--- config.mk ---
export PLATFORM = sky130hd
export DESIGN_NAME = fbx_core
export DESIGN_NICKNAME = d
export VERILOG_FILES = /design/src/fbx_pkg.sv /design/src/fbx_core.sv
export VERILOG_INCLUDE_DIRS = /design/src
export SDC_FILE = /design/constraint.sdc
export NUM_CORES = 1
export LEC_CHECK = 0
export ABC_CLOCK_PERIOD_IN_PS = 9100
export BUFFER_PORTS_ARGS = -buffer_cell sky130_fd_sc_hd__buf_2
export CORE_UTILIZATION = 51
export CTS_CLUSTER_SIZE = 20
export DETAILED_ROUTE_END_ITERATION = 16
export GPL_TIMING_DRIVEN = 0
export PLACE_DENSITY_LB_ADDON = 0.15
export SETUP_SLACK_MARGIN = 0.4
export SLEW_MARGIN = 5
export SYNTH_ARGS = -nofsm -noshare
export SYNTH_HDL_FRONTEND = slang
export SYNTH_SLANG_ARGS = --single-unit
--- constraint.sdc ---
create_clock -name mclk_i -period 9.1 [get_ports mclk_i]
set_input_delay 0.455 -clock mclk_i [delete_from_list [all_inputs] [get_ports mclk_i]]
set_output_delay 0.455 -clock mclk_i [all_outputs]
set_load 0.02 [all_outputs]
--- src/fbx_cfg.svh ---
// timing and layout constants for the fieldbus slave buffer exchange
`ifndef FBX_CFG_SVH
`define FBX_CFG_SVH
`define FBX_CLK_NS 25
`define FBX_REFRESH_NS 3000000
`define FBX_REFRESH_CYC (`FBX_REFRESH_NS / `FBX_CLK_NS)
`define FBX_ADDR_MIN 7'h01
`define FBX_ADDR_MAX 7'h7D
`define FBX_MAX_BAUD 12000000
`endif

--- src/fbx_pkg.sv ---
// types for the fieldbus slave buffer exchange
package fbx_pkg;
    typedef enum logic [1:0] {
        FBX_WAIT_PRM = 2'b00,
        FBX_WAIT_CFG = 2'b01,
        FBX_DATA_EXCH = 2'b11
    } fbx_phase_t;
endpackage : fbx_pkg

--- src/fbx_core.sv ---
// fieldbus slave buffer exchange core: phases, send and receive buffers
// Overview of operation
// - answer only when addressed by master request
// - parameterize, then configure, then exchange data
// - exchange: outputs in, latest inputs out
// - backplane cycle gathers inputs, drives outputs
// - after backplane cycle copy images and buffers
// - fieldbus exchange fills receive, replies send
// - fieldbus cycle independent, buffers only coupling
// - backplane cycle not longer than fieldbus
// - backplane refresh at least every 3ms
// - word bytes never mixed across updates
// - station address unique within 1 to 125
// - link rate up to 12 Mbaud
`timescale 1ns/1ps
`include "fbx_cfg.svh"
module fbx_core
    import fbx_pkg::*;
#(
    parameter int NBYTES = 8,
    parameter int REFRESH_CYC = `FBX_REFRESH_CYC
)(
    input wire logic mclk_i,
    input wire logic rst_i,
    input wire logic [6:0] station_addr_i,
    // fieldbus side, one telegram per strobe, same clock
    // telegrams arrive decoded, one per strobe, so even a 12 Mbaud link
    // leaves many core clocks between strobes
    input wire logic fb_req_i,
    input wire logic [6:0] fb_addr_i,
    input wire logic fb_prm_i,
    input wire logic fb_cfg_i,
    input wire logic fb_cfg_ok_i,
    input wire logic fb_exch_i,
    input wire logic [NBYTES*8-1:0] fb_out_data_i,
    output logic fb_ack_o,
    output logic [NBYTES*8-1:0] fb_in_data_o,
    // backplane side
    input wire logic bp_done_i,
    input wire logic [NBYTES*8-1:0] bp_inputs_i,
    output logic [NBYTES*8-1:0] input_process_image_o,
    output logic [NBYTES*8-1:0] output_process_image_o,
    output logic [7:0] status_o,
    output logic refresh_late_o,
    output logic data_exchange_state_o
);
    localparam int W = NBYTES * 8;
    localparam int CW = $clog2(REFRESH_CYC + 1);

    // legal station range; used by the match logic, status and checks
    function automatic logic addr_valid(input logic [6:0] a);
        addr_valid = (a >= `FBX_ADDR_MIN) && (a <= `FBX_ADDR_MAX);
    endfunction : addr_valid

    fbx_phase_t phase, next_phase;
    logic [W-1:0] send_buf, next_send_buf;
    logic [W-1:0] recv_buf, next_recv_buf;
    logic [W-1:0] in_img, next_in_img;
    logic [W-1:0] out_img, next_out_img;
    logic [W-1:0] reply, next_reply;
    logic ack, next_ack;
    logic [CW-1:0] age, next_age;
    logic late, next_late;
    logic [6:0] addr_meta;
    logic [6:0] own_addr;
    logic addr_ok;
    logic hit;
    logic take;

    // the address switch is a pin, so it passes two flops first; these
    // flops have no reset so the address is settled when reset lets go
    always_ff @(posedge mclk_i)
    begin
        addr_meta <= station_addr_i;
        own_addr <= addr_meta;
    end
    assign addr_ok = addr_valid(own_addr);

    // addressed only when our own address is legal and matches; a slave
    // never speaks unless a master asks it by name
    assign hit = fb_req_i && addr_ok
        && (fb_addr_i == own_addr);
    // exchange telegrams outside the exchange phase are answered but
    // their data is dropped
    assign take = hit && (phase == FBX_DATA_EXCH) && fb_exch_i
        && !fb_prm_i;

    // phase sequencer
    always_comb
    begin
        next_phase = phase;
        if (hit)
        begin
            unique case (phase)
                FBX_WAIT_PRM:
                    if (fb_prm_i)
                        next_phase = FBX_WAIT_CFG;
                FBX_WAIT_CFG:
                    if (fb_cfg_i)
                        next_phase = fb_cfg_ok_i ? FBX_DATA_EXCH
                            : FBX_WAIT_PRM;
                FBX_DATA_EXCH:
                    // a new parameter set forces a fresh configuration
                    if (fb_prm_i)
                        next_phase = FBX_WAIT_CFG;
                default:
                    next_phase = FBX_WAIT_PRM;
            endcase
        end
    end

    always_ff @(posedge mclk_i or posedge rst_i)
    begin
        if (rst_i)
            phase <= FBX_WAIT_PRM;
        else
            phase <= next_phase;
    end

    // fieldbus side: receive buffer and reply register
    always_comb
    begin
        next_ack = hit;
        next_recv_buf = recv_buf;
        next_reply = reply;
        if (take)
        begin
            // whole words move together, never byte by byte
            next_recv_buf = fb_out_data_i;
            next_reply = send_buf;
        end
    end

    always_ff @(posedge mclk_i or posedge rst_i)
    begin
        if (rst_i)
        begin
            ack <= 1'b0;
            recv_buf <= '0;
            reply <= '0;
        end
        else
        begin
            ack <= next_ack;
            recv_buf <= next_recv_buf;
            reply <= next_reply;
        end
    end

    // backplane side: images and send buffer; the fieldbus group only
    // reads send_buf and this group only reads recv_buf, so the buffers
    // are the sole coupling between the two cycles
    always_comb
    begin
        next_in_img = in_img;
        next_out_img = out_img;
        next_send_buf = send_buf;
        if (bp_done_i)
        begin
            // both copies in one edge so neither side sees half a buffer
            next_in_img = bp_inputs_i;
            next_send_buf = bp_inputs_i;
            next_out_img = recv_buf;
        end
    end

    always_ff @(posedge mclk_i or posedge rst_i)
    begin
        if (rst_i)
        begin
            in_img <= '0;
            out_img <= '0;
            send_buf <= '0;
        end
        else
        begin
            in_img <= next_in_img;
            out_img <= next_out_img;
            send_buf <= next_send_buf;
        end
    end

    // refresh watchdog: counts clocks since the last backplane copy and
    // saturates, so a long stall cannot wrap back to a quiet value
    always_comb
    begin
        next_age = age;
        next_late = late;
        if (bp_done_i)
        begin
            next_age = '0;
            next_late = 1'b0;
        end
        else if (age < CW'(REFRESH_CYC))
            next_age = age + CW'(1);
        else
            next_late = 1'b1;
    end

    always_ff @(posedge mclk_i or posedge rst_i)
    begin
        if (rst_i)
        begin
            age <= '0;
            late <= 1'b0;
        end
        else
        begin
            age <= next_age;
            late <= next_late;
        end
    end

    assign fb_ack_o = ack;
    assign fb_in_data_o = reply;
    assign input_process_image_o = in_img;
    assign output_process_image_o = out_img;
    assign refresh_late_o = late;
    assign data_exchange_state_o = (phase == FBX_DATA_EXCH);
    // status area kept apart from the data areas
    assign status_o = {4'h0, late, addr_ok, phase};

    // addressing and answers
    ack_cause_a: assert property (@(posedge mclk_i) disable iff (rst_i)
        fb_ack_o |-> $past(hit))
        else $error("ack without addressed request");
    foreign_a: assert property (@(posedge mclk_i) disable iff (rst_i)
        fb_req_i && fb_addr_i != own_addr |=> !fb_ack_o)
        else $error("answered a telegram for another station");
    quiet_a: assert property (@(posedge mclk_i) disable iff (rst_i)
        !fb_req_i |=> !fb_ack_o)
        else $error("answered without a request");
    bad_addr_a: assert property (@(posedge mclk_i) disable iff (rst_i)
        !addr_ok |=> !fb_ack_o)
        else $error("answered with illegal station address");

    // phase sequence
    no_skip_a: assert property (@(posedge mclk_i) disable iff (rst_i)
        $past(phase) == FBX_WAIT_PRM |-> phase != FBX_DATA_EXCH)
        else $error("data exchange entered before configuration");
    cfg_fail_a: assert property (@(posedge mclk_i) disable iff (rst_i)
        hit && phase == FBX_WAIT_CFG && fb_cfg_i && !fb_cfg_ok_i
        |=> phase == FBX_WAIT_PRM)
        else $error("failed configuration did not restart");
    cfg_pass_a: assert property (@(posedge mclk_i) disable iff (rst_i)
        hit && phase == FBX_WAIT_CFG && fb_cfg_i && fb_cfg_ok_i
        |=> phase == FBX_DATA_EXCH)
        else $error("good configuration did not open exchange");
    prm_back_a: assert property (@(posedge mclk_i) disable iff (rst_i)
        hit && phase == FBX_DATA_EXCH && fb_prm_i
        |=> phase == FBX_WAIT_CFG)
        else $error("parameters in exchange did not force configuration");
    idle_phase_a: assert property (@(posedge mclk_i) disable iff (rst_i)
        !hit |=> $stable(phase))
        else $error("phase moved without an addressed telegram");

    // fieldbus buffers
    recv_take_a: assert property (@(posedge mclk_i) disable iff (rst_i)
        hit && phase == FBX_DATA_EXCH && fb_exch_i && !fb_prm_i
        |=> recv_buf == $past(fb_out_data_i))
        else $error("receive buffer not loaded");
    reply_src_a: assert property (@(posedge mclk_i) disable iff (rst_i)
        hit && phase == FBX_DATA_EXCH && fb_exch_i && !fb_prm_i
        |=> fb_in_data_o == $past(send_buf))
        else $error("reply not taken from send buffer");
    reply_hold_a: assert property (@(posedge mclk_i) disable iff (rst_i)
        !take |=> $stable(fb_in_data_o))
        else $error("reply changed outside an exchange");
    recv_hold_a: assert property (@(posedge mclk_i) disable iff (rst_i)
        !take |=> $stable(recv_buf))
        else $error("receive buffer changed outside an exchange");

    // backplane copies
    copy_both_a: assert property (@(posedge mclk_i) disable iff (rst_i)
        bp_done_i |=> send_buf == $past(bp_inputs_i)
        && out_img == $past(recv_buf))
        else $error("backplane copy incomplete");
    out_img_hold_a: assert property (@(posedge mclk_i) disable iff (rst_i)
        !bp_done_i |=> $stable(out_img))
        else $error("output image changed outside copy");
    send_hold_a: assert property (@(posedge mclk_i) disable iff (rst_i)
        !bp_done_i |=> $stable(send_buf))
        else $error("send buffer changed outside copy");
    in_img_take_a: assert property (@(posedge mclk_i) disable iff (rst_i)
        bp_done_i |=> input_process_image_o == $past(bp_inputs_i))
        else $error("input image not gathered");
    in_img_hold_a: assert property (@(posedge mclk_i) disable iff (rst_i)
        !bp_done_i |=> $stable(input_process_image_o))
        else $error("input image changed outside copy");

    // refresh watchdog
    late_flag_a: assert property (@(posedge mclk_i) disable iff (rst_i)
        refresh_late_o |-> age == CW'(REFRESH_CYC))
        else $error("late flag before refresh limit");
    late_clear_a: assert property (@(posedge mclk_i) disable iff (rst_i)
        bp_done_i |=> !refresh_late_o)
        else $error("late flag kept after a copy");
    late_set_a: assert property (@(posedge mclk_i) disable iff (rst_i)
        !bp_done_i && age == CW'(REFRESH_CYC) |=> refresh_late_o)
        else $error("late flag missing at refresh limit");

    cov_exch_c: cover property (@(posedge mclk_i) disable iff (rst_i)
        data_exchange_state_o && fb_ack_o);
    cov_cfg_fail_c: cover property (@(posedge mclk_i) disable iff (rst_i)
        hit && phase == FBX_WAIT_CFG && fb_cfg_i && !fb_cfg_ok_i);
    cov_late_c: cover property (@(posedge mclk_i) disable iff (rst_i)
        $rose(refresh_late_o));
    cov_both_c: cover property (@(posedge mclk_i) disable iff (rst_i)
        bp_done_i && hit && fb_exch_i);
    cov_bad_addr_c: cover property (@(posedge mclk_i) disable iff (rst_i)
        fb_req_i && !addr_ok);
endmodule : fbx_core

Yosys cells after proc, flatten, opt, wreduce, memory -nomap -nowiden
Cells that the tools add are included.
{ "word_totals": {"reg_bits": 291, "in_bits": 150, "wordCells": 39, "output_inout_bits": 203} }
{ "op_classes": {"eq_ne": 6, "mux": 8, "magnitude_cmp": 3, "n_addsub": 1, "reduce_logical": 11} }
{ "op_table": {"columns": ["op", "count"], "rows": [
  ["$mux W17", 2],
  ["$add A17 B1 Y17 const B", 1],
  ["$lt A17 B17 Y1 const B", 1],
  ["$eq A7 B7 Y1", 1],
  ["$ge A7 B1 Y1 const B", 1],
  ["$le A7 B7 Y1 const B", 1],
  ["$logic_and A1 B1 Y1", 6],
  ["$mux W2", 3],
  ["$ne A2 B2 Y1 const B", 2],
  ["$pmux W2 S2", 1],
  ["$reduce_and A3 Y1", 1],
  ["$eq A2 B1 Y1 const B", 1],
  ["$eq A2 B2 Y1 const B", 1],
  ["$logic_not A2 Y1", 1],
  ["$mux W1", 2],
  ["$ne A2 B1 Y1 const B", 1],
  ["$reduce_bool A2 Y1", 1],
  ["$reduce_or A2 Y1", 1],
  ["$logic_not A1 Y1", 1]
]} }

Longest topological paths before layout
{ "depth": {"word_depth": 7, "mapped_depth": 7, "ltp_nobuf": 6} }

Least setup slack after synthesis
No wires, ideal clock.
{ "synth_timing": {"path_kind": "input to register", "startpoint": "input port fb_addr_i[1]", "endpoint": "register recv_buf[17]", "path_buffers": 2, "setup_time_ns": 0.125, "slack_ns": 6.963, "t_arrival_ns": 2.012, "required_time_ns": 8.975, "stages": 7, "cell_sequence": "xor2_1 -> nor4_1 -> nand4_1 -> nor4_2 -> buf_4 -> clkbuf_8 -> mux2_2"} }
{ "synth_via": {"elab_chain_cells": 5} }
{ "synth_rtl": {"columns": ["element", "line", "source"], "rows": [
  ["start, declared", "fbx_core.sv:30", "input wire logic [6:0] fb_addr_i,"],
  ["$eq A7 B7 Y1", "fbx_core.sv:82", "&& (fb_addr_i == own_addr);"],
  ["$logic_and A1 B1 Y1", "fbx_core.sv:82", null],
  ["$logic_and A1 B1 Y1 (2 in series)", "fbx_core.sv:85", "assign take = hit && (phase == FBX_DATA_EXCH) && fb_exch_i"],
  ["$logic_and A1 B1 Y1", "fbx_core.sv:86", "&& !fb_prm_i;"],
  ["end signal, assigned", "fbx_core.sv:145", "recv_buf <= next_recv_buf;"],
  ["end, declared", "fbx_core.sv:57", "logic [W-1:0] recv_buf, next_recv_buf;"]
]} }
Every way passes these cells.
A chain may end at the register's enable or synchronous reset.

Worst setup path after layout
{ "layout_timing": {"startpoint": "register own_addr[1]", "endpoint": "register recv_buf[63]"} }
{ "layout_via": {"elab_chain_cells": 7, "elab_cells_between_ends": 9, "classes_between": "2 x order compare; 1 x eq/ne; 6 x reduce/logical"} }
{ "layout_rtl": {"columns": ["element", "line", "source"], "rows": [
  ["start, declared", "fbx_core.sv:65", "logic [6:0] own_addr;"],
  ["start signal, assigned", "fbx_core.sv:75", "own_addr <= addr_meta;"],
  ["$ge A7 B1 Y1 (no line) or $le A7 B7 Y1 (tied branches)", null, null],
  ["$logic_and A1 B1 Y1", "fbx_core.sv:52", "addr_valid = (a >= `FBX_ADDR_MIN) && (a <= `FBX_ADDR_MAX);"],
  ["$logic_and A1 B1 Y1", "fbx_core.sv:81", "assign hit = fb_req_i && addr_ok"],
  ["$logic_and A1 B1 Y1 *", "fbx_core.sv:82", null],
  ["$logic_and A1 B1 Y1 * (2 in series)", "fbx_core.sv:85", null],
  ["$logic_and A1 B1 Y1 *", "fbx_core.sv:86", null]
]} }
Every way passes the cells marked *; elsewhere a longest branch is shown, timed or not.

==> reports/metrics.yaml <==
period_minus_slack_ns: 2.70
fin_crit_sh: 0.297
required_ns: 9.52
drc_errors: 0
worstPathArrival_ns: 3.12
drt_wl_total_mm: 24.4
antenna_found_initial: 3
grt_overflow_total: 0
grt_first_pass_wirelength_mm: 38.3
synth_top_area_frac: 0.626
worstSetupPathType: "flop to flop"
grt_util_met2: 0.373
tns_ns: 0
drtIter0Drc: 240
cts_tree: "built"
io_pins: 353
regArea_um2: 7210
ant_nets: 0
die_h_um: 149
synth_cell_types: 34
gp_congestion: 0.799
drive_above_1_share: 0.610
dpl.hpwl_mm: 17.6
powerDensity_nw_per_um2: 192
postSynthCellCount: 701
drv_slew: 0
clock_skew_ns: 0.00901
max_freq_mhz: 370
postCtsSetupRepairBufs: 0
setup_viol: 0
nets: 1246
syn_to_final_growth_pct: 29.0
failed_checks: "hold timing"
grt-busiest-layer: "met2"
status: "finished, violations left"
dpl-instance-area_um2: 13200
start_util: 0.523
rsz0062_at_grt: "no"
grt_use_total: 0.220
synth_warnings: 0
wl_per_cell_um: 17.5
cap_violations: 0
end_kind: "flop"
yosys-top-cells-count: "dfrtp_1 (277), mux2_2 (259), nor2_1 (18)"
worstSkewPairLatency_ns: 0.53
hold_viol: 16
gr-usage-met1: 0.279
clkTransAtPathRegs_ns: 0.06
final_cell_area_um2: 14300
core_area_um2: 21200
synth_ff_type: "dfrtp_1"
start_kind: "flop"
numPortBuffers: 347
grt_max_degree: 126
root_buffer: "clkbuf_16"
htree_num_levels: 1
synth-seq-cells: 291
hold_class: "primary input to async pin"
synth_area_leaders: "dfrtp_1 (63%), mux2_2 (26%), dfxtp_1 (2.5%)"
grt_use_met3: 0.0535
synth_most_common_cell: "dfrtp_1"
netlist_area_um2: 11100
dieArea_um2: 22300
cts.path.max_buffers: 3
grt_pass1_vias: 7131
rows: 53
holdWs_ns: -0.0102
ys_async_sr_fraction: 0.952
synth_edf_count: 0
max_slew_margin: 0.508
p_leak_uw: 0.00765
vdd.ir_drop.worst_v: 0.000153
multiInputGateArea_um2: 3570
synth-seq-area-share: 0.651
die_w_um: 149
avgSynthCellArea_um2: 15.8
cp_max_fo: 10
worst_pin_slew_ns: 0.739
via_count: 6945
synth_top_area_cell: "dfrtp_1"
vias_per_cell: 4.99
cts_sinks: 291
first_pass_iters: 4
ctsResizeCount: 0
n_fill_cell: 1572
cts_buffers: 30
==> kinds of logic (layout without fill, tap and decap cells) <==
| kind of cell | count (synthesis) | after routing | synth area share |
|---|---|---|---|
| compound gates | 22 | 22 | 0.0119 |
| xor+xnor | 19 | 19 | 0.0150 |
| fa+ha+maj | 4 | 4 | 0.00452 |
| buf+inv | 47 | 458 | 0.0270 |
| flops | 291 | 291 | 0.651 |
| mux | 259 | 259 | 0.263 |
| other cells | 1 | 7 | 0.000339 |
| simple gates | 58 | 58 | 0.0264 |
==> layout by cell type, fill, tap and decap left out, drive strengths merged, types with 2 or more instances in the layout <==
master       count
nor2            18
nand4            7
nand2           12
dlygate4sd3      7
a211oi           3
and3             4
nor3             2
clkinvlp         2
dfxtp           14
diode            3
xnor2           12
nor4             4
conb             4
or3              3
a21oi           10
ha               4
clkinv           9
nand3            4
xor2             7
mux2           259
inv              8
buf            370
dfrtp          277
clkbuf          61
o21ai            4
==> state kept, by name (all words and copies together), names as in the netlist <==
name                    flops
phase                       2
input_process_image_o      64
refresh_late_o              1
fb_ack_o                    1
age                        17
output_process_image_o     64
fb_in_data_o               64
addr_meta                   7
recv_buf                   64
own_addr                    7
==> path summary, 6_finish.rpt <==
kind	slack [ns]	start	end	cells after the start
setup / recovery	6.40	own_addr[1]	recv_buf[63]	7
hold / removal	-0.01	rst_i	fb_in_data_o[17]	2
setup reg to reg	6.40	own_addr[1]	recv_buf[63]	7
hold reg to reg	0.33	addr_meta[1]	own_addr[1]	0
max in group asynchronous	8.12	rst_i	age[0]	3
min in group mclk_i	0.15	bp_inputs_i[59]	input_process_image_o[59]	2
==> critical path: stages, from the launching register on <==
cell and delay [ns]:
dfxtp_1 0.34, xor2_1 0.16, nor4_1 0.36, nand4_1 0.23
nor4_2 0.55, buf_4 0.36, clkbuf_8 0.23, mux2_2 0.34
==> area by class of cell <==
class                   count  share of cell area
flip-flops and latches    291               0.505
clock inverters            12             0.00631
inverters                   8             0.00263
repair buffers            356               0.130
well taps                 275              0.0241
multi-input cells         366               0.250
clock buffers              43              0.0624
plain buffers              39              0.0188
diodes                      3            0.000526
==> stage by stage <==
| stage | utilization | power, µW | cells | setup slack (ns) |
|---|---|---|---|---|
| floorplan | - | 1480 | 704 | 1.01 |
| global placement | 0.622 | 1560 | 1326 | -1.99 |
| detailed placement | 0.625 | 1570 | 1328 | 6.23 |
| CTS | 0.675 | 2780 | 1390 | 6.42 |
| global route | 0.675 | 2850 | 1393 | 6.21 |
| finish | 0.675 | 2740 | 1393 | 6.40 |
==> per-layer routing <==
metal / wire length, µm / share of wire / vias to the layer above
met3: 1570 / 0.064 / 40
li1: - / - / 3250
met2: 12300 / 0.50 / 216
met5: 0 / 0 / -
met4: 593 / 0.024 / 0
met1: 9970 / 0.41 / 3439
==> power breakdown <==
part	leakage, µW	total [µW]	internal, µW	switching [µW]
clock network	0.000488	1200	706	491
logic	0.00332	194	83.4	111
registers	0.00384	1350	1330	24.7
total	0.00765	2740	2120	627
==> repair_timing <==
action	CTS	global route
endpoints found under the setup margin	0	0
hold endpoints to repair	7	0
hold buffers	7	0
Power figures use the tool's default switching activity.
